==> src/hw/lmsc_pkg.sv <==
// Constants and types for the local-memory strobe and control block
// Behaviour
// - Column strobe low while column address valid
// - No column strobe for identity ROM range
// - No column strobe for EPROM ranges, boot zero
// - Refresh drives column strobe before row strobe
// - Direction valid before buffer enable goes active
// - Output enable low only for DRAM reads
// - Output enable high for ROM reads
// - Row address in first five-sixteenths of cycle
// - Row strobe low every memory cycle
// - Row strobe low during refresh cycles too
// - Refresh indicator high only during refresh
// - Glue reset from software bit or system reset
// - Glue reset active low
// - ROM select low early for EPROM reads
// - ROM select high early for writes, others, boot one
// - ROM select carries address bit 13 late
// - Write strobe low only on write cycles
// - Write data held valid while write strobe low
// - Buffer enable only in data phase
package lmsc_pkg;
	localparam int ADDR_W = 21;
	localparam int DATA_W = 16;
	localparam int PH_W = 4;
	localparam int ROM_A13_BIT = 13;
	localparam logic [4:0] EPROM_CHAP_LO = 5'h00;
	localparam logic [4:0] EPROM_CHAP_HI = 5'h1f;
	localparam logic [15:0] IDROM_LAST_OFS = 16'h000f;
	localparam logic [15:0] EPROM_LO_OFS = 16'h0010;
	localparam logic [PH_W-1:0] PH_LAST = 4'hf;
	localparam logic [PH_W-1:0] PH_ROW_END = 4'h4;
	localparam logic [PH_W-1:0] PH_A13_ON = 4'h4;
	localparam logic [PH_W-1:0] PH_RAS_ON = 4'h1;
	localparam logic [PH_W-1:0] PH_RAS_OFF = 4'he;
	localparam logic [PH_W-1:0] PH_CAS_ON = 4'h6;
	localparam logic [PH_W-1:0] PH_CAS_OFF = 4'he;
	localparam logic [PH_W-1:0] PH_REF_CAS_ON = 4'h0;
	localparam logic [PH_W-1:0] PH_REF_CAS_OFF = 4'hc;
	localparam logic [PH_W-1:0] PH_REF_RAS_ON = 4'h2;
	localparam logic [PH_W-1:0] PH_DATA_ON = 4'h8;
	localparam logic [PH_W-1:0] PH_WE_ON = 4'h9;
	localparam logic [PH_W-1:0] PH_WE_OFF = 4'he;
	localparam logic STROBE_IDLE = 1'b1;
	localparam logic GLUE_RST_VAL = 1'b0;
	typedef enum logic [1:0] {
		ST_IDLE = 2'b00,
		ST_RUN = 2'b01
	} lmsc_state_t;
endpackage

==> src/hw/lmsc_strobe_ctrl.sv <==
// Local-memory strobe and control sequencer
`timescale 1ns/1ps
module lmsc_strobe_ctrl (
	input wire logic i_mclk,
	input wire logic i_nrst,
	input wire logic i_ce,
	input wire logic i_req,
	input wire logic i_write,
	input wire logic i_refresh,
	input wire logic [lmsc_pkg::ADDR_W-1:0] i_addr,
	input wire logic [lmsc_pkg::DATA_W-1:0] i_wdata,
	input wire logic i_boot_sel,
	input wire logic i_sw_reset,
	input wire logic i_system_reset,
	output logic o_busy,
	output logic o_done,
	output logic o_row_addr_phase,
	output logic o_row_strobe_n,
	output logic o_column_strobe_n,
	output logic o_dram_output_enable_n,
	output logic o_write_strobe_n,
	output logic o_transceiver_direction,
	output logic o_buffer_enable_n,
	output logic o_refresh_indicator,
	output logic o_rom_select_n,
	output logic o_glue_logic_reset_n,
	output logic o_data_oe,
	output logic [lmsc_pkg::DATA_W-1:0] o_wdata
);
	import lmsc_pkg::*;

	lmsc_state_t state_r, state_nxt;
	logic [PH_W-1:0] phase_r, phase_nxt;
	logic wr_r, ref_r, idrom_r, eprom_r;
	logic [ADDR_W-1:0] addr_r;
	logic sysrst_sync;
	logic idrom_hit, eprom_hit;

	function automatic logic in_win(input logic [PH_W-1:0] ph,
		input logic [PH_W-1:0] lo, input logic [PH_W-1:0] hi);
		in_win = (ph >= lo) && (ph <= hi);
	endfunction

	lmsc_sync2 #(.WIDTH(1)) u_sync (
		.i_mclk(i_mclk),
		.i_nrst(i_nrst),
		.i_ce(i_ce),
		.i_async(i_system_reset),
		.o_sync(sysrst_sync)
	);

	lmsc_region_decode u_dec (
		.i_addr(i_addr),
		.i_boot_sel(i_boot_sel),
		.o_idrom_hit(idrom_hit),
		.o_eprom_hit(eprom_hit)
	);

	// Request taken only when idle
	wire accept = i_req && (state_r == ST_IDLE);
	wire last = (state_r == ST_RUN) && (phase_r == PH_LAST);

	always_comb begin
		case (state_r)
			ST_IDLE: begin
				state_nxt = accept ? ST_RUN : ST_IDLE;
				phase_nxt = '0;
			end
			ST_RUN: begin
				state_nxt = last ? ST_IDLE : ST_RUN;
				phase_nxt = last ? '0 : phase_r + 4'h1;
			end
			default: begin
				state_nxt = ST_IDLE;
				phase_nxt = '0;
			end
		endcase
	end

	// Cycle attributes seen by the next output state
	wire wr_nxt = accept ? (i_write && !i_refresh) : wr_r;
	wire ref_nxt = accept ? i_refresh : ref_r;
	wire idrom_nxt = accept ? idrom_hit : idrom_r;
	wire eprom_nxt = accept ? eprom_hit : eprom_r;
	wire [ADDR_W-1:0] addr_nxt = accept ? i_addr : addr_r;
	wire run_nxt = (state_nxt == ST_RUN);
	wire dram_nxt = !idrom_nxt && !eprom_nxt;

	wire row_addr_nxt = run_nxt && (phase_nxt <= PH_ROW_END);
	wire row_win = run_nxt && (ref_nxt ?
		in_win(phase_nxt, PH_REF_RAS_ON, PH_RAS_OFF) :
		in_win(phase_nxt, PH_RAS_ON, PH_RAS_OFF));
	wire cas_win = run_nxt && (ref_nxt ?
		in_win(phase_nxt, PH_REF_CAS_ON, PH_REF_CAS_OFF) :
		(dram_nxt && in_win(phase_nxt, PH_CAS_ON, PH_CAS_OFF)));
	wire data_win = run_nxt && !ref_nxt &&
		in_win(phase_nxt, PH_DATA_ON, PH_LAST);
	wire oe_win = data_win && !wr_nxt && dram_nxt;
	wire we_win = run_nxt && !ref_nxt && wr_nxt &&
		in_win(phase_nxt, PH_WE_ON, PH_WE_OFF);
	wire rom_rd = eprom_nxt && !wr_nxt && !ref_nxt;
	wire rom_early = phase_nxt < PH_A13_ON;
	wire rom_sel_nxt = !run_nxt ? STROBE_IDLE :
		rom_early ? !rom_rd :
		addr_nxt[ROM_A13_BIT];
	wire dir_nxt = accept ? (i_write && !i_refresh) :
		o_transceiver_direction;
	wire glue_nxt = !(i_sw_reset || sysrst_sync);

	always_ff @(posedge i_mclk or negedge i_nrst) begin
		if (!i_nrst) begin
			state_r <= ST_IDLE;
			phase_r <= '0;
			wr_r <= 1'b0;
			ref_r <= 1'b0;
			idrom_r <= 1'b0;
			eprom_r <= 1'b0;
			addr_r <= '0;
		end else if (i_ce) begin
			state_r <= state_nxt;
			phase_r <= phase_nxt;
			wr_r <= wr_nxt;
			ref_r <= ref_nxt;
			idrom_r <= idrom_nxt;
			eprom_r <= eprom_nxt;
			addr_r <= addr_nxt;
		end
	end

	always_ff @(posedge i_mclk or negedge i_nrst) begin
		if (!i_nrst) begin
			o_busy <= 1'b0;
			o_done <= 1'b0;
			o_row_addr_phase <= 1'b0;
			o_row_strobe_n <= STROBE_IDLE;
			o_column_strobe_n <= STROBE_IDLE;
			o_dram_output_enable_n <= STROBE_IDLE;
			o_write_strobe_n <= STROBE_IDLE;
			o_transceiver_direction <= 1'b0;
			o_buffer_enable_n <= STROBE_IDLE;
			o_refresh_indicator <= 1'b0;
			o_rom_select_n <= STROBE_IDLE;
			o_glue_logic_reset_n <= GLUE_RST_VAL;
			o_data_oe <= 1'b0;
			o_wdata <= '0;
		end else if (i_ce) begin
			o_busy <= run_nxt;
			o_done <= last;
			o_row_addr_phase <= row_addr_nxt;
			o_row_strobe_n <= !row_win;
			o_column_strobe_n <= !cas_win;
			o_dram_output_enable_n <= !oe_win;
			o_write_strobe_n <= !we_win;
			o_transceiver_direction <= dir_nxt;
			o_buffer_enable_n <= !data_win;
			o_refresh_indicator <= run_nxt && ref_nxt;
			o_rom_select_n <= rom_sel_nxt;
			o_glue_logic_reset_n <= glue_nxt;
			o_data_oe <= data_win && wr_nxt;
			if (accept) begin
				o_wdata <= i_wdata;
			end
		end
	end

	wire run_r = (state_r == ST_RUN);
	wire dram_r = !idrom_r && !eprom_r;
endmodule // lmsc_strobe_ctrl

==> src/hw/lmsc_sync2.sv <==
// Two-flop synchroniser for pin inputs
`timescale 1ns/1ps
module lmsc_sync2 #(
	parameter int WIDTH = 1
) (
	input wire logic i_mclk,
	input wire logic i_nrst,
	input wire logic i_ce,
	input wire logic [WIDTH-1:0] i_async,
	output logic [WIDTH-1:0] o_sync
);
	logic [WIDTH-1:0] meta_r;

	always_ff @(posedge i_mclk or negedge i_nrst) begin
		if (!i_nrst) begin
			meta_r <= '0;
			o_sync <= '0;
		end else if (i_ce) begin
			meta_r <= i_async;
			o_sync <= meta_r;
		end
	end
endmodule // lmsc_sync2

==> src/hw/lmsc_region_decode.sv <==
// Address region decode for identity ROM and EPROM ranges
`timescale 1ns/1ps
module lmsc_region_decode (
	input wire logic [lmsc_pkg::ADDR_W-1:0] i_addr,
	input wire logic i_boot_sel,
	output logic o_idrom_hit,
	output logic o_eprom_hit
);
	import lmsc_pkg::*;

	wire [4:0] chap = i_addr[ADDR_W-1:16];
	wire [15:0] ofs = i_addr[15:0];
	wire chap_lo = (chap == EPROM_CHAP_LO);
	wire chap_hi = (chap == EPROM_CHAP_HI);

	// Identity ROM window
	assign o_idrom_hit = chap_lo && (ofs <= IDROM_LAST_OFS);
	// EPROM windows only when code is in ROM
	assign o_eprom_hit = !i_boot_sel &&
		((chap_lo && (ofs >= EPROM_LO_OFS)) || chap_hi);
endmodule // lmsc_region_decode

==> config.mk <==
export PLATFORM = sky130hd
export DESIGN_NAME = lmsc_strobe_ctrl
export DESIGN_NICKNAME = d
export VERILOG_FILES = /design/src/hw/lmsc_pkg.sv /design/src/hw/lmsc_strobe_ctrl.sv /design/src/hw/lmsc_sync2.sv /design/src/hw/lmsc_region_decode.sv
export SDC_FILE = /design/constraint.sdc
export NUM_CORES = 1
export LEC_CHECK = 0
export ABC_AREA = 1
export BUFFER_PORTS_ARGS = -buffer_cell sky130_fd_sc_hd__buf_2
export CORE_MARGIN = 10
export CORE_UTILIZATION = 38
export DETAILED_ROUTE_END_ITERATION = 10
export PLACE_DENSITY = 0.64
export SLEW_MARGIN = 25
export SYNTH_ARGS = -nofsm -noshare
export SYNTH_HDL_FRONTEND = slang
export SYNTH_HIERARCHICAL = 1
export SYNTH_SLANG_ARGS = --single-unit
==> constraint.sdc <==
create_clock -name i_mclk -period 1.7 [get_ports i_mclk]
set_clock_uncertainty 0.05 [all_clocks]
set_input_delay 0.085 -clock i_mclk [delete_from_list [all_inputs] [get_ports i_mclk]]
set_output_delay 0.085 -clock i_mclk [all_outputs]
set_load 0.05 [all_outputs]
### After elaboration in Yosys (flattened, before gate mapping)

Index checks and enable logic that the tools add are counted.

| word-level totals | value |
|---|---|
| word-level logic and storage cells | 101 |
| register bits after elaboration | 55 |
| output and inout bits | 29 |

| cells by class | value |
|---|---|
| reductions and logical operators | 45 |
| equality and inequality tests | 4 |
| add/sub/neg operators | 1 |
| muxes and demuxes | 14 |
| order comparisons | 13 |

Operators by type and width:

| cell | count |
|---|---|
| logical AND 1 bit | 27 |
| greater-or-equal comparator 16 x 5 -> 1 bit, second input constant | 1 |
| less-or-equal comparator 16 x 4 -> 1 bit, second input constant | 1 |
| two-way mux 14 bit | 1 |
| zero test 1 bit | 13 |
| less-or-equal comparator 4 bit, second input constant | 3 |
| two-way mux 1 bit | 10 |
| greater-or-equal comparator 4 x 1 -> 1 bit, second input constant | 2 |
| greater-or-equal comparator 4 bit, second input constant | 2 |
| two-way mux 4 bit | 2 |
| == test 5 bit, second input constant | 1 |
| zero test 5 bit | 1 |
| adder 4 x 1 -> 4 bit, second input constant | 1 |
| == test 2 x 1 -> 1 bit, second input constant | 2 |
| == test 4 bit, second input constant | 1 |
| greater-or-equal comparator 4 x 2 -> 1 bit, second input constant | 1 |
| greater-or-equal comparator 4 x 3 -> 1 bit, second input constant | 1 |
| less-or-equal comparator 4 x 3 -> 1 bit, second input constant | 1 |
| < comparator 4 x 3 -> 1 bit, second input constant | 1 |
| zero test 2 bit | 1 |
| logical OR 1 bit | 2 |
| one-hot mux 1 bit (2 select lines) | 1 |
| AND reduction 2 bit | 1 |

### Longest topological paths before layout

| logic depth | value |
|---|---|
| depth in word-level cells | 11 |
| mapped depth | 13 |
| depth with buffers taken out | 13 |

### Hierarchy

The synthesis kept the hierarchy.

By module, submodules not included:

| module | cells each | times used | seq. area each (µm²) | area an instance (µm²) |
|---|---|---|---|---|
| lmsc_strobe_ctrl | 227 | 1 | 958.4 | 1,814.2 |
| lmsc_region_decode | 24 | 1 | 0.0 | 108.9 |
| lmsc_sync2 | 9 | 1 | 50.0 | 76.3 |

### Worst setup path after synthesis

OpenSTA, ideal clock, no wires.

| timing | value |
|---|---|
| path type | reg-to-reg |
| start | register state_r[0] |
| end | register o_column_strobe_n |
| path slack | 110 ps |
| arrival time | 1,464 ps |
| stages on the path, launching flop included | 10 |
| setup time | 76 ps |
| buffers on the path | 0 |
| cell sequence | dfrtp_1 inv_2 nand2_4 nand2_2 nand2_2 nand2_2 nor2_2 nand3_1 nand2_1 nand2_1 |

| on the way | value |
|---|---|
| word-level cells in the longest chain between the ends | 10 |
| elaborated cells on any way between the ends | 26 |
| classes of those cells | order compare (4); eq/ne (2); mux (9); reduce/logical (11) |

RTL lines:

| element | line | RTL |
|---|---|---|
| from (decl) | lmsc_strobe_ctrl.sv:32 | `lmsc_state_t state_r, state_nxt;` |
| from (signal assigned) | lmsc_strobe_ctrl.sv:120 | `state_r <= state_nxt;` |
| == test 2 x 1 -> 1 bit | lmsc_strobe_ctrl.sv:61, lmsc_strobe_ctrl.sv:64 |  |
| logical AND 1 bit | lmsc_strobe_ctrl.sv:61 | `wire last = (state_r == ST_RUN) && (phase_r == PH_LAST);` |
| two-way mux 4 bit | lmsc_strobe_ctrl.sv:71 | `phase_nxt = last ? '0 : phase_r + 4'h1;` |
| two-way mux 4 bit | lmsc_strobe_ctrl.sv:64 | `case (state_r)` |
| greater-or-equal comparator 4 x 3 -> 1 bit / less-or-equal comparator 4 bit (equally long branches) | lmsc_strobe_ctrl.sv:41 | `in_win = (ph >= lo) && (ph <= hi);` |
| logical AND 1 bit | lmsc_strobe_ctrl.sv:41 |  |
| logical AND 1 bit | lmsc_strobe_ctrl.sv:95 | `(dram_nxt && in_win(phase_nxt, PH_CAS_ON, PH_CAS_OFF)));` |
| two-way mux 1 bit | lmsc_strobe_ctrl.sv:93 | `wire cas_win = run_nxt && (ref_nxt ?` |
| logical AND 1 bit * | lmsc_strobe_ctrl.sv:93 |  |
| zero test 1 bit * | lmsc_strobe_ctrl.sv:151 | `o_column_strobe_n <= !cas_win;` |
| to (signal assigned) | lmsc_strobe_ctrl.sv:151 |  |
| to (decl) | lmsc_strobe_ctrl.sv:19 | `output logic o_column_strobe_n,` |

Every way passes the cells marked *; elsewhere a longest branch is shown, timed or not.
A chain may end at the register's enable or synchronous reset.

### Final worst setup path

| timing | value |
|---|---|
| start | register phase_r[1] |
| end | register o_row_strobe_n |

| on the way | value |
|---|---|
| word-level cells in the longest chain between the ends | 9 |
| elaborated cells on any way between the ends | 16 |
| classes of those cells | add/sub (1); order compare (3); eq/ne (2); mux (5); reduce/logical (5) |

RTL lines:

| element | line | RTL |
|---|---|---|
| from (decl) | lmsc_strobe_ctrl.sv:33 | `logic [PH_W-1:0] phase_r, phase_nxt;` |
| from (signal assigned) | lmsc_strobe_ctrl.sv:121 | `phase_r <= phase_nxt;` |
| parallel branches: the longest is 7 deep, another holds adder 4 x 1 -> 4 bit | - |  |
| logical AND 1 bit * | lmsc_strobe_ctrl.sv:90 | `wire row_win = run_nxt && (ref_nxt ?` |
| zero test 1 bit * | lmsc_strobe_ctrl.sv:150 | `o_row_strobe_n <= !row_win;` |
| to (signal assigned) | lmsc_strobe_ctrl.sv:150 |  |
| to (decl) | lmsc_strobe_ctrl.sv:18 | `output logic o_row_strobe_n,` |

Mark *: on every way between the ends.

==> impl_metrics.env <==
export IMPL_run_status="finished clean"
export IMPL_arrival_ns=1.72
export IMPL_hold_depth=3
export IMPL_drt_initial_drc_count=41
export IMPL_ys_flop_type="dfrtp_1"
export IMPL_r2r_cells=9
export IMPL_netlist_area_sq_um=2000
export IMPL_path_clk_slew_ns=0.08
export IMPL_slew_headroom_pct=68.5
export IMPL_hp_class="in -> reg"
export IMPL_grt_pass1_wl_microns=8760
export IMPL_ys_seq_area_share_pct=50.4
export IMPL_syn_nets=307
export IMPL_path_buf_inv=1
export IMPL_fin_crit_sh_pct=90.9
export IMPL_cts_root_buf="clkbuf_8"
export IMPL_drc=0
export IMPL_path_depth=9
export IMPL_p_leak_uw=0.00150
export IMPL_cts_buffers=5
export IMPL_via_count=1884
export IMPL_nFillCells=489
export IMPL_synth_seq_cells=40
export IMPL_top_regs="o_wdata x16, phase_r x4"
export IMPL_regMostFlops="o_wdata"
export IMPL_swShare_pct=37.6
export IMPL_grt_total_usage_pct=12.2
export IMPL_cp_cell_sequence="ha_1 > nand2_1 > inv_1 > nand3_1 > nor2_2 > nand2_1 > nand2_1 > nor2_1 > nor2_1"
export IMPL_cp_slowest_cell="dfrtp_1"
export IMPL_worst_ep_required_time_ns=1.88
export IMPL_yosys_cell_count_top_type="nand2_1"
export IMPL_wl_per_cell_microns=12.0
export IMPL_synth_edff_count=0
export IMPL_synth_cells=260
export IMPL_path_delay_family="simple AND/OR/NAND/NOR gates"
export IMPL_timing_fmax_mhz=647
export IMPL_power_internal_uw=1930
export IMPL_async_flop_share_pct=100
export IMPL_min_period_ns=1.55
export IMPL_pre_cts_slack_ns=0.143
export IMPL_drv_slew=0
export IMPL_final_hold_viol_count=0
export IMPL_path_class="reg -> reg"
export IMPL_drive_gt1_share_pct=33.0
export IMPL_crit_path_max_fanout=5
export IMPL_dr_pass1_iters=4
export IMPL_overflow=0
export IMPL_pwr_share_clk_pct=27.2
export IMPL_comb_power_share_pct=33.9
export IMPL_stdcell_count=428
export IMPL_grt_antenna_before_repair=0
export IMPL_rows=26
export IMPL_io_buffers=70
export IMPL_cts_sinks=40
export IMPL_wl_microns=5120
export IMPL_clockBufferDepth=2
export IMPL_viasPerCell=4.40
export IMPL_yosys_cell_types_count=31
export IMPL_avgSynthCellArea_sq_um=7.69
export IMPL_gp_congestion=0.778
export IMPL_synth_area_leader_cell="dfrtp_1"
export IMPL_synth_top_area_share_pct=42.6
export IMPL_whs_ns=0.0138
export IMPL_htreeDepth=2
export IMPL_drv_cap=0
export IMPL_area_growth_pct=40.2
export IMPL_worst_pin_slew_ns=0.472
export IMPL_die_y_microns=92.5
export IMPL_worst_path_most_repeated_cell="nand2_1"
export IMPL_setup_viol=0
export IMPL_endpoint_kind="register"
export IMPL_synth_area_leaders="dfrtp_1 43%, nand2_1 21%, dfstp_2 7.9%"
export IMPL_dieWidth_microns=92.5
export IMPL_first_global_vias=1934
export IMPL_ioPinCount=75
export IMPL_fp_dieArea_sq_um=8560
export IMPL_dp_cells=400
export IMPL_slowest_delay_ns=0.42
export IMPL_start_kind="register"
export IMPL_synthTopCellsByCount="112 x nand2_1, 34 x dfrtp_1, 27 x nor2_1, 18 x inv_1, 10 x nand3_1"
export IMPL_p_per_area_nw_per_um2=1100
export IMPL_fin_ws_ns=0.154
export IMPL_vdd_ir_drop_max_mv=0.731
export IMPL_synth_warnings=6
export IMPL_seqPwrFrac_pct=39.0
export IMPL_insertion_delay_ns=0.29
export IMPL_initial_core_util_pct=39.1
export IMPL_largest_reg_flops=16
export IMPL_cts_tree="yes"
export IMPL_hpwl_microns=3850
export IMPL_switchingPower_uw=1160
export IMPL_layout_nets=404
export IMPL_diodes=0
export IMPL_setup_tns_ns=0
export IMPL_coreArea_sq_um=5110
export IMPL_grt_setup_unrepaired="false"
export IMPL_cts_setup_buffers=0
export IMPL_grt_max_degree=22
export IMPL_ant_nets=0
[routing by layer]
layer / part of all wire, % / routed length, microns / vias to the layer above / GRT usage [%]
li1: - / - / 996 / -
met1: 42 / 2160 / 838 / 13.8
met2: 48 / 2460 / 47 / 20.6
met3: 9.2 / 470 / 3 / 5.89
met4: 0.51 / 26 / 0 / 2.31
met5: 0 / 0 / - / 0
[power groups by stage]
stage	clock network (uW)	registers (uW)	logic [uW]
6_report	838	1200	1050
5_1_grt	917	1220	1150
4_1_cts	869	1200	1050
3_5_place_dp	0	1220	1020
3_3_place_gp	0	1210	1010
2_1_floorplan	0	1640	308
[placed cells by master, fill, tap and decap left out, drive strengths merged]
cell type	netlist	routed
nor2	33	33
clkbuf	1	7
o21bai	1	1
dfstp	6	6
inv	20	20
or2	1	1
a21oi	3	3
and3	1	1
o22a	1	1
dlygate4sd3	0	20
nor3	3	3
o31ai	1	1
nand4	1	1
nand3	11	11
o21ai	13	13
o21a	1	1
ha	1	1
buf	5	76
dfrtp	34	34
nand2	121	121
and2	1	1
nand3b	1	1
bufinv	0	1
[stage by stage]
stage	utilization (%)	power, uW	instance area (sq um)
after detailed placement	48.3	2230	2470
after CTS	54.7	3120	2790
after global placement	48.3	2220	2470
final	54.9	3090	2800
after floorplan	-	1950	2000
after global routing	54.9	3290	2800
[tightest hold or removal path, delay by kind of cell]
family	cells	cell delay, ns
AND/OR/NAND/NOR	2	0.15
buffers and inverters	1	0.09
[logic make-up (layout without fill, tap and decap cells)]
logic type	after synthesis	in the layout	synth area share, %
simple gates	173	173	37.2
flops	40	40	50.4
buf+inv	26	124	5.19
compound gates	20	20	6.51
fa+ha+maj	1	1	0.626
[final timing paths]
| check | from | endpoint | slack (ns) |
|---|---|---|---|
| max in group asynchronous | i_nrst | o_wdata[2] | 0.90 |
| hold reg to reg | o_wdata[7] | o_wdata[7] | 0.42 |
| setup / recovery | phase_r[1] | o_row_strobe_n | 0.15 |
| setup reg to reg | phase_r[1] | o_row_strobe_n | 0.15 |
| min in group asynchronous | i_nrst | phase_r[2] | 0.23 |
| hold / removal | i_write | wr_r | 0.01 |
[final cells by class]
cell class / instances / area, sq um / share of cell area, %
Clock buffer: 7 / 96.3 / 3.44
Clock inverter: 1 / 30.0 / 1.07
Inverter: 20 / 75.1 / 2.68
Multi-Input combinational cell: 194 / 897 / 32.0
Sequential cell: 40 / 1010 / 36.0
Tap cell: 70 / 87.6 / 3.12
Timing Repair Buffer: 96 / 608 / 21.7
[repair_timing]
item | 4_1_cts | 5_1_grt
setup endpoints to repair | 0 | 4
hold buffers | 20 | 0
endpoints found under the hold margin | 32 | 0
resized for setup | 0 | 3
Note: power is estimated with default switching activity, not from simulation.
